### src/rtl/chsf_cfg.svh
// Charger serial port and fault report: shared constants.
// Assumes a 40 MHz core clock; the analog side supplies level events on it.
`ifndef CHSF_CFG_SVH
`define CHSF_CFG_SVH
`define CHSF_CLK_MHZ 40
`define CHSF_SLV_ADDR 7'h6A
`define CHSF_HANG_US 25000
`define CHSF_HANG_CYC (`CHSF_HANG_US * `CHSF_CLK_MHZ)
`define CHSF_INT_US 128
`define CHSF_INT_CYC (`CHSF_INT_US * `CHSF_CLK_MHZ)
`define CHSF_BYTE_BITS 4'h8
`define CHSF_IDX_STAT 8'h00
`define CHSF_IDX_FLT 8'h01
`define CHSF_RD_UNMAP 8'hFF
`define CHSF_AV_CTRL 2'h0
`define CHSF_AV_STAT 2'h1
`define CHSF_AV_IDX 2'h2
`endif

### src/rtl/chsf_pkg.sv
// Charger serial port and fault report: shared types.
// Assumes chsf_cfg.svh for all numeric constants.
package chsf_pkg;
    typedef enum logic [2:0] {
        ST_IDLE = 3'h0, ST_ADDR = 3'h1, ST_ACKA = 3'h3, ST_WRX = 3'h2,
        ST_ACKW = 3'h6, ST_TXB = 3'h7, ST_ACKR = 3'h5, ST_WAIT = 3'h4
    } chsf_state_type;
    typedef enum logic [1:0] {
        CS_READY = 2'h0, CS_PROG = 2'h1, CS_DONE = 2'h2, CS_FAULT = 2'h3
    } chsf_stat_type;
    typedef enum logic [2:0] {
        TS_NONE = 3'h0, TS_COLD = 3'h1, TS_HOT = 3'h2, TS_COOL = 3'h3, TS_WARM = 3'h4
    } chsf_ts_type;
    typedef struct packed {
        chsf_state_type st;
        logic [3:0]     cnt;
        logic [7:0]     sh, tx, idx;
        logic           first, rw, nack, oe, run;
        logic [19:0]    hang;
        logic           scl_d, sda_d, uv_clr, mask_we, inhibit, av_ack;
        logic [3:0]     mask_wd;
        logic [31:0]    av_rd;
    } chsf_eng_type;
    typedef struct packed {
        logic [6:0]     prev;
        chsf_ts_type    ts;
        logic           ov, uv, tmr, buv, vdpm, done, lim;
        logic [3:0]     mask;
        logic [12:0]    icnt;
        logic           int_o, pg, chg, half, drop;
        chsf_stat_type  stat;
    } chsf_sts_type;
    typedef struct packed {
        logic [1:0] meta;
        logic [1:0] q;
    } chsf_sync_type;
endpackage : chsf_pkg

### src/rtl/chsf_if.sv
// Link between the serial engine and the status block.
// Assumes both ends run on the same clock.
`timescale 1ns/1ps
interface chsf_if;
    logic       uv_clr, mask_we, inhibit;
    logic [3:0] mask_wd;
    logic [7:0] stat_byte, fault_byte;
    logic [2:0] ts_field;
    modport eng (output uv_clr, mask_we, inhibit, mask_wd,
                 input stat_byte, fault_byte, ts_field);
    modport sts (input uv_clr, mask_we, inhibit, mask_wd,
                 output stat_byte, fault_byte, ts_field);
endinterface : chsf_if

### src/rtl/chsf_status.sv
// Fault and status tracking with interrupt pulse and charger steering.
// Assumes event inputs are level signals already on the core clock.
`timescale 1ns/1ps
`include "chsf_cfg.svh"
module chsf_status #(
    parameter int INT_CYC = `CHSF_INT_CYC // interrupt pulse length
) (
    input  wire logic     clk,       // core clock
    input  wire logic     rstn,      // async reset, active low
    input  wire logic [6:0] ev,      // ov uv lim tmr vdpm done buv
    input  wire logic     rchg,      // battery below recharge threshold
    input  wire chsf_pkg::chsf_ts_type ts_zone, // thermistor zone
    chsf_if.sts           bus,       // engine side
    output logic          int_o,     // interrupt pulse
    output logic          pg,        // power good
    output logic          chg,       // charger enable
    output logic          lim,       // input current limited
    output logic          half,      // charge current halved
    output logic          drop       // regulation target lowered
);
    import chsf_pkg::*;
    chsf_sts_type r, n;
    logic [6:0] rise;
    logic       irq;
    assign rise = ev & ~r.prev;
    // masked faults still update flags, they only stay off the pin
    assign irq = (rise[6] & ~r.mask[3]) | (rise[5] & ~r.mask[2])
               | (rise[0] & ~r.mask[1]) | (|rise[4:1])
               | ((ts_zone != r.ts) && (ts_zone != TS_NONE));
    always_comb begin
        n = r;
        n.prev = ev;
        n.ts = ts_zone;
        n.ov = ev[6];
        n.lim = ev[4];
        n.vdpm = ev[2];
        n.buv = ev[0];
        n.uv = rise[5] | (r.uv & ~bus.uv_clr);
        n.tmr = r.tmr | rise[3];
        n.done = rise[1] | (r.done & ~rchg);
        if (bus.mask_we) n.mask = bus.mask_wd;
        if (irq) n.icnt = 13'(INT_CYC);
        else if (r.icnt != 13'h0) n.icnt = r.icnt - 13'h1;
        n.int_o = (n.icnt != 13'h0);
        n.pg = ~(ev[6] | ev[5]);
        n.chg = ~bus.inhibit & n.pg & ~n.tmr & ~n.done
              & (ts_zone != TS_COLD) & (ts_zone != TS_HOT);
        n.half = (ts_zone == TS_COOL);
        n.drop = (ts_zone == TS_WARM);
        if (ev[6] | n.tmr | ev[0] | ev[2] | (ts_zone != TS_NONE)) n.stat = CS_FAULT;
        else if (n.done) n.stat = CS_DONE;
        else if (n.chg) n.stat = CS_PROG;
        else n.stat = CS_READY;
    end
    always_ff @(posedge clk or negedge rstn) begin
        if (!rstn) r <= '0;
        else r <= n;
    end
    assign bus.stat_byte = {r.stat, 3'h0, r.tmr, r.vdpm, 1'b0};
    assign bus.fault_byte = {r.ov, r.uv, r.buv, 1'b0, r.mask};
    assign bus.ts_field = r.ts;
    assign {int_o, pg, chg, lim, half, drop} = {r.int_o, r.pg, r.chg, r.lim, r.half, r.drop};
endmodule : chsf_status

### src/rtl/chsf_sync.sv
// Two-flop synchroniser for the serial clock and data pins.
// Assumes idle-high pins, so reset loads ones.
`timescale 1ns/1ps
module chsf_sync (
    input  wire logic       clk,  // core clock
    input  wire logic       rstn, // async reset, active low
    input  wire logic [1:0] d,    // raw pin levels
    output logic      [1:0] q     // synchronised levels
);
    import chsf_pkg::*;
    chsf_sync_type r, n;
    always_comb begin
        n = r;
        n.meta = d;
        n.q = r.meta;
    end
    always_ff @(posedge clk or negedge rstn) begin
        if (!rstn) r <= '1;
        else r <= n;
    end
    assign q = r.q;
endmodule : chsf_sync

### src/rtl/chsf_top.sv
// Charger host serial port: two-wire slave engine and Avalon-MM register port.
// Assumes SCL and SDA arrive from outside the MCLK domain; events share MCLK.
//
// Added by the designer: the register offsets and the Avalon-MM slave port.
`timescale 1ns/1ps
`include "chsf_cfg.svh"
module chsf_top #(
    parameter int HANG_CYC = `CHSF_HANG_CYC, // bus hang timeout in cycles
    parameter int INT_CYC  = `CHSF_INT_CYC   // interrupt pulse in cycles
) (
    input  wire logic        MCLK,            // core clock
    input  wire logic        RSTN,            // async reset, active low
    input  wire logic        SCL_IN,          // serial clock pin
    input  wire logic        SDA_IN,          // serial data pin
    output logic             SDA_OUT,         // serial data drive level
    output logic             SDA_OE,          // serial data drive enable
    input  wire logic [1:0]  AVS_ADDRESS,     // word address
    input  wire logic        AVS_READ,        // read request
    input  wire logic        AVS_WRITE,       // write request
    input  wire logic [31:0] AVS_WRITEDATA,   // write data
    output logic      [31:0] AVS_READDATA,    // read data
    output logic             AVS_WAITREQUEST, // stall
    input  wire logic        OV_DET,          // input overvoltage
    input  wire logic        UV_DET,          // input undervoltage
    input  wire logic        LIMIT_DET,       // input current limit active
    input  wire logic        TMR_DET,         // safety timer expired
    input  wire logic        VDPM_DET,        // input voltage loop active
    input  wire logic        DONE_DET,        // charge complete
    input  wire logic        BUV_DET,         // battery low lockout
    input  wire logic        RCHG_DET,        // battery below recharge level
    input  wire chsf_pkg::chsf_ts_type TS_ZONE, // thermistor zone
    output logic             INT_PULSE,       // host interrupt pulse
    output logic             POWER_GOOD,      // input power good
    output logic             CHG_EN,          // charger enable
    output logic             IN_LIMIT,        // charging at limited input
    output logic             CUR_HALF,        // charge current halved
    output logic             VREG_DROP        // target lowered by 140 mV
);
    import chsf_pkg::*;

    // ************************************************************
    // pins and status block
    // ************************************************************
    chsf_if       bus ();
    chsf_eng_type r, n;
    logic [1:0]   pin_s;
    logic         scl, sda, scl_rise, scl_fall;
    logic         start, stop, hang_out, req, ld;
    logic [7:0]   ld_byte;

    chsf_sync u_sync (
        .clk  (MCLK),
        .rstn (RSTN),
        .d    ({SCL_IN, SDA_IN}),
        .q    (pin_s)
    );

    chsf_status #(
        .INT_CYC (INT_CYC)
    ) u_status (
        .clk     (MCLK),
        .rstn    (RSTN),
        .ev      ({OV_DET, UV_DET, LIMIT_DET, TMR_DET, VDPM_DET, DONE_DET, BUV_DET}),
        .rchg    (RCHG_DET),
        .ts_zone (TS_ZONE),
        .bus     (bus),
        .int_o   (INT_PULSE),
        .pg      (POWER_GOOD),
        .chg     (CHG_EN),
        .lim     (IN_LIMIT),
        .half    (CUR_HALF),
        .drop    (VREG_DROP)
    );

    // edges come from oversampling, so any rate up to 400k works alike
    assign scl = pin_s[1];
    assign sda = pin_s[0];
    assign scl_rise = scl & ~r.scl_d;
    assign scl_fall = ~scl & r.scl_d;
    assign start = scl & r.scl_d & r.sda_d & ~sda;
    assign stop = scl & r.scl_d & ~r.sda_d & sda;
    assign hang_out = r.run & ~sda & (r.hang == 20'(HANG_CYC - 1));
    assign req = AVS_READ | AVS_WRITE;

    function automatic logic [7:0] chsf_rd_byte(input logic [7:0] idx,
                                                input logic [7:0] s,
                                                input logic [7:0] f);
        case (idx)
            `CHSF_IDX_STAT: return s;
            `CHSF_IDX_FLT:  return f;
            default:        return `CHSF_RD_UNMAP;
        endcase
    endfunction : chsf_rd_byte

    assign ld_byte = chsf_rd_byte(r.idx, bus.stat_byte, bus.fault_byte);

    // ************************************************************
    // engine
    // ************************************************************
    always_comb begin
        n = r;
        ld = 1'b0;
        n.scl_d = scl;
        n.sda_d = sda;
        n.uv_clr = 1'b0;
        n.mask_we = 1'b0;
        n.av_ack = 1'b0;
        // one wait cycle, then answer; write lands on the answering edge
        if (req && !r.av_ack) begin
            n.av_ack = 1'b1;
            case (AVS_ADDRESS)
                `CHSF_AV_CTRL: n.av_rd = {31'h0, r.inhibit};
                `CHSF_AV_STAT: n.av_rd = {12'h0, bus.ts_field, r.run,
                                          bus.fault_byte, bus.stat_byte};
                `CHSF_AV_IDX:  n.av_rd = {24'h0, r.idx};
                default:       n.av_rd = 32'h0;
            endcase
        end
        if (r.av_ack && AVS_WRITE && AVS_ADDRESS == `CHSF_AV_CTRL) begin
            n.inhibit = AVS_WRITEDATA[0];
        end
        n.hang = (r.run && !sda) ? r.hang + 20'h1 : 20'h0;
        if (start) begin
            n.st = ST_ADDR;
            n.cnt = 4'h0;
            n.oe = 1'b0;
            n.run = 1'b1;
            n.hang = 20'h0;
        end else if (stop) begin
            n.st = ST_IDLE;
            n.oe = 1'b0;
            n.run = 1'b0;
            n.hang = 20'h0;
        end else if (hang_out) begin
            // nothing more is taken until a fresh START
            n.st = ST_IDLE;
            n.oe = 1'b0;
            n.run = 1'b0;
            n.hang = 20'h0;
        end else begin
            case (r.st)
                ST_ADDR, ST_WRX: begin
                    if (scl_rise) begin
                        n.sh = {r.sh[6:0], sda};
                        n.cnt = r.cnt + 4'h1;
                    end else if (scl_fall && r.cnt == `CHSF_BYTE_BITS) begin
                        if (r.st == ST_ADDR) begin
                            if (r.sh[7:1] == `CHSF_SLV_ADDR) begin
                                n.oe = 1'b1;
                                n.rw = r.sh[0];
                                n.st = ST_ACKA;
                            end else begin
                                n.st = ST_WAIT;
                            end
                        end else begin
                            n.oe = 1'b1;
                            n.st = ST_ACKW;
                            n.first = 1'b0;
                            if (r.first) begin
                                n.idx = r.sh;
                            end else begin
                                n.idx = r.idx + 8'h01;
                                n.mask_we = (r.idx == `CHSF_IDX_FLT);
                                n.mask_wd = r.sh[3:0];
                            end
                        end
                    end
                end
                ST_ACKA: begin
                    if (scl_fall) begin
                        if (r.rw) begin
                            ld = 1'b1;
                        end else begin
                            n.oe = 1'b0;
                            n.st = ST_WRX;
                            n.cnt = 4'h0;
                            n.first = 1'b1;
                        end
                    end
                end
                ST_ACKW: begin
                    if (scl_fall) begin
                        n.oe = 1'b0;
                        n.st = ST_WRX;
                        n.cnt = 4'h0;
                    end
                end
                ST_TXB: begin
                    if (scl_rise) begin
                        n.cnt = r.cnt + 4'h1;
                    end else if (scl_fall) begin
                        if (r.cnt == `CHSF_BYTE_BITS) begin
                            n.oe = 1'b0;
                            n.st = ST_ACKR;
                        end else begin
                            n.tx = {r.tx[6:0], 1'b1};
                            n.oe = ~r.tx[6];
                        end
                    end
                end
                ST_ACKR: begin
                    if (scl_rise) begin
                        n.nack = sda;
                    end else if (scl_fall) begin
                        if (r.nack) n.st = ST_WAIT;
                        else ld = 1'b1;
                    end
                end
                ST_IDLE, ST_WAIT: begin
                    n.oe = 1'b0;
                end
                default: begin
                    n.st = ST_IDLE;
                    n.oe = 1'b0;
                end
            endcase
        end
        if (ld) begin
            n.tx = ld_byte;
            n.oe = ~ld_byte[7];
            n.idx = r.idx + 8'h01;
            n.cnt = 4'h0;
            n.st = ST_TXB;
            n.uv_clr = (r.idx == `CHSF_IDX_FLT);
        end
    end

    // pins idle high, so edge history starts high: no false edge after reset
    localparam chsf_eng_type ENG_RESET = '{st: ST_IDLE, scl_d: 1'b1, sda_d: 1'b1, default: '0};

    always_ff @(posedge MCLK or negedge RSTN) begin
        if (!RSTN) r <= ENG_RESET;
        else r <= n;
    end

    // ************************************************************
    // outputs
    // ************************************************************
    assign SDA_OUT = 1'b0;
    assign SDA_OE = r.oe;
    assign AVS_READDATA = r.av_rd;
    assign AVS_WAITREQUEST = req & ~r.av_ack;
    assign bus.uv_clr = r.uv_clr;
    assign bus.mask_we = r.mask_we;
    assign bus.mask_wd = r.mask_wd;
    assign bus.inhibit = r.inhibit;
endmodule : chsf_top

### config.mk
export PLATFORM = sky130hd
export DESIGN_NAME = chsf_top
export DESIGN_NICKNAME = d
export VERILOG_FILES = /design/src/rtl/chsf_pkg.sv /design/src/rtl/chsf_if.sv /design/src/rtl/chsf_status.sv /design/src/rtl/chsf_sync.sv /design/src/rtl/chsf_top.sv
export VERILOG_INCLUDE_DIRS = /design/src /design/src/rtl
export SDC_FILE = /design/constraint.sdc
export NUM_CORES = 1
export LEC_CHECK = 0
export BUFFER_PORTS_ARGS = -buffer_cell sky130_fd_sc_hd__buf_2
export CAP_MARGIN = 20
export CORE_AREA = 5 5 117 108
export DETAILED_ROUTE_END_ITERATION = 16
export DIE_AREA = 0 0 122 113
export GPL_ROUTABILITY_DRIVEN = 0
export PLACE_DENSITY = 0.81
export SLEW_MARGIN = 20
export SYNTH_ARGS = -nofsm -noshare
export SYNTH_HDL_FRONTEND = slang
export SYNTH_SLANG_ARGS = --single-unit
### constraint.sdc
create_clock -name MCLK -period 3.52 [get_ports MCLK]
set_input_delay 0.352 -clock MCLK [delete_from_list [all_inputs] [get_ports MCLK]]
set_output_delay 0.352 -clock MCLK [all_outputs]
set_load 0.005 [all_outputs]
==> metrics.md <==
| Metric | Value |
|---|---|
| Switching share of power | `29.7%` |
| P_sw | `1.35 mW` |
| Cell taking the most area after synthesis | `dfrtp_1` |
| Row Count | `37` |
| GR peak layer | `met2` |
| DR DRC count | `0` |
| Antenna Nets Post-Route | `0` |
| CP Cell Sequence | `nor2b_1, maj3_1, a21oi_1, nor2_1, or4b_1, a31o_2` |
| Setup TNS Final | `0 ns` |
| GR Util met3 | `4.30%` |
| Final Max Tran Viols | `0` |
| DRT iter0 DRCs | `351` |
| Pwr dens | `624 nW/um^2` |
| Top Family by Delay on Critical Path | `simple AND/OR/NAND/NOR gates` |
| Post-CTS Resized | `0` |
| Failing checks | `negative hold slack` |
| Sequential share of power | `40.5%` |
| Worst Path Max Fanout | `22` |
| Largest net degree at the start of global routing | `74` |
| Yosys top cell area share | `45.4%` |
| Final hold vios | `2` |
| Cells after synthesis | `655` |
| RSZ-0062 raised after global routing | `false` |
| Crit-path slowest cell | `dfrtp_1` |
| Mapped cell area | `6550 sq um` |
| Yosys warning total | `0` |
| CTS tree | `built` |
| WL per Instance | `16.9 um` |
| Seq/Total Area, Yosys | `47.8%` |
| Worst setup SP type | `flop` |
| Tcrit/Tclk final | `68.9%` |
| Worst VDD drop | `0.412 mV` |
| Non-filler cells, final | `847` |
| First-pass iteration count of the detailed router | `5` |
| Ant diodes | `0` |
| Delay of the slowest cell on the worst path | `0.75 ns` |
| Die area | `13,800 sq um` |
| Vias in the first global route | `4,982` |
| Starting Density | `58.3%` |
| Hold Crit Class | `in -> async` |
| Critical path arrival | `2.72 ns` |
| Layout area overhead | `11.3%` |
| Clk buf depth | `2` |
| Worst-path clk slew | `0.06 ns` |
| Clock power frac | `40.5%` |
| Fmax | `0.412 GHz` |
| Die width | `122 um` |
| Rel. slew slack | `31.4%` |
| Synth Register Bits | `125` |
| Dpl cells | `815` |
| WP buf/inv | `0` |
| Crit Path Class | `reg -> reg` |
| Ys async rst share | `100%` |
| GRT Total Usage | `21.9%` |
| Total gr overflow | `0` |
| LEAKAGE | `3.34 nW` |
| Max Clock Skew | `0.0130 ns` |
| Synth Flop Type | `dfrtp_1` |
| Vias per cell | `5.79` |
| CTS Sinks | `125` |
| # port buffers | `46` |
| H-Tree Depth | `4` |
| Logic pwr share | `19.0%` |
| Grt met2 use | `35.9%` |
| Antenna violations before repair | `0` |
| Crit path required time | `3.82 ns` |
| Worst R2R Path Depth | `6` |
| Routed vias | `4,907` |
| Post-synth EDFFs | `0` |
| Core area | `11,200 sq um` |
| Placed wire-length estimate | `9610 um` |
| Nets@finish | `736` |
| Worst-skew pair later-pin latency | `0.41 ns` |
| Die height | `113 um` |
| Avg Inst Size Synth | `10.0 sq um` |
| Crit. End Element | `flop` |
| I/O pin cnt | `92` |
| Root buffer cell | `clkbuf_16` |
| Post-Route WL | `14,300 um` |
| Pint | `3.20 mW` |
| Hold-fix buffers, CTS | `0` |
| Status | `finished, violations left` |
| First-pass GRT wire length | `24,300 um` |
| Worst-Margin Slew | `1.03 ns` |
| CTS buffer count | `17` |
| Critical path depth in cells | `6` |
| Proportion of layout cells with a drive suffix above 1 | `20.3%` |
| Minimum period implied by the final worst setup slack | `2.43 ns` |
| M1 GR Usage | `28.7%` |
| Yosys cell types | `82` |
| Max-cap violations | `0` |
| Top post-synthesis cells by area | `dfrtp_1 (45%), buf_4 (3.8%), nand2_1 (3.6%), nor2_1 (3.6%), o21ai_0 (2.9%)` |
| Setup violations, final | `0` |
| Hold Slack | `-0.00303 ns` |
| Post-CTS Setup Bufs | `0` |
## area by class of cell
cell class                      count  area, sq um
Clock buffer                       18          439
Clock inverter                     14          193
Fill cell                         891         3960
Inverter                           25         93.8
Multi-Input combinational cell    460         2970
Sequential cell                   125         3140
Tap cell                          156          195
Timing Repair Buffer               49          268
## cell usage after synthesis, types with 3 or more instances
cell type and instances:
a21o_1 8, and3b_1 5, mux2i_1 3, nor4_1 8, clkbuf_8 3, nand4b_1 4
o21bai_1 4, buf_2 5, and2_1 5, a221oi_1 4, or4_1 3, o211ai_1 3
dfrtp_1 119, and3_2 4, nor3b_1 3, ha_1 7, a211oi_1 6, nor2b_1 12
inv_1 25, xnor2_1 13, clkbuf_1 13, buf_4 33, nand3b_1 3, nand2_1 63
o21ai_0 38, nor4b_2 3, nor2_1 62, xor2_1 15, a22oi_1 8, mux2_2 13
nor3_1 15, a221o_1 4, a21oi_1 19, buf_6 4, nand2b_1 8, o41ai_1 4
a31oi_1 7, nand3_1 21, nand4_1 9, dfstp_2 6, mux2_4 7, or2_2 4
a311oi_1 3
## state kept, by name (all words and copies together), names as in the netlist, 2 cells and up
name	cells
u_sync.n	2
u_sync.q	2
u_status.bus.fault_byte	6
r	57
u_status.r	20
AVS_READDATA	19
u_status.bus.stat_byte	3
bus.mask_wd	4
u_status.bus.ts_field	3
## logic make-up after synthesis
logic type,Yosys count,share of synthesized area [%]
buffers and inverters,83,7.66
adders and majority gates,8,1.49
other,1,0.0572
xor gates and xnor gates,28,3.74
and+or+nand+nor,257,21.3
DFF,125,47.8
muxes,23,4.30
AOI/OAI and AO/OA,130,13.6
## routing by layer
layer  routed length, um  part of all wire, %
met2                7160                   50
met3                 892                  6.2
met4                 170                  1.2
met1                6080                   43
met5                   0                    0
## worst register-to-register path, cell delays in order (launching register included)
cell	delay (ns)
dfrtp_1	0.75
nor2b_1	0.35
maj3_1	0.22
a21oi_1	0.05
nor2_1	0.20
or4b_1	0.49
a31o_2	0.26
## cells in the final DEF (no fill, tap or decap), types with 14 or more instances in the layout
master     instances
conb_1            14
buf_2             45
xor2_1            15
nor3_1            15
dfrtp_1          119
nand2_1           63
o21ai_0           38
nor2_1            62
a21oi_1           19
nand3_1           21
clkbuf_16         17
inv_1             25
## metrics by stage
| stage | area (sq um) | utilization, % | hold WS, ns | power [mW] | setup slack [ns] |
|---|---|---|---|---|---|
| floorplan | 6600 | - | 0.0564 | 2.52 | 1.53 |
| global placement | 6660 | 59.2 | 0.348 | 2.65 | 1.21 |
| detailed placement | 6660 | 59.2 | 0.347 | 2.71 | 1.15 |
| CTS | 7290 | 64.8 | 0.00992 | 4.57 | 1.12 |
| global route | 7290 | 64.8 | 0.0239 | 4.78 | 0.864 |
| finish | 7290 | 64.8 | -0.00303 | 4.55 | 1.09 |
## final timing paths
kind	to	start	slack, ns
max	r[95]	r[95]	1.09
min	r[94]	RSTN	-0.003
max reg2reg	r[95]	r[95]	1.09
min reg2reg	u_sync.q[0]	u_sync.n[0]	0.35
max in group asynchronous	u_status.bus.fault_byte[1]	RSTN	2.72
min in group MCLK	u_sync.n[0]	SDA_IN	0.04
## power by group through the flow
| stage | clock network, mW | logic, mW | registers (mW) |
|---|---|---|---|
| after floorplan | 0 | 0.795 | 1.73 |
| after global placement | 0 | 0.807 | 1.85 |
| after detailed placement | 0 | 0.849 | 1.86 |
| after CTS | 1.87 | 0.865 | 1.84 |
| after global routing | 1.93 | 0.977 | 1.87 |
| final | 1.84 | 0.866 | 1.85 |
Power figures use the tool's default switching activity.
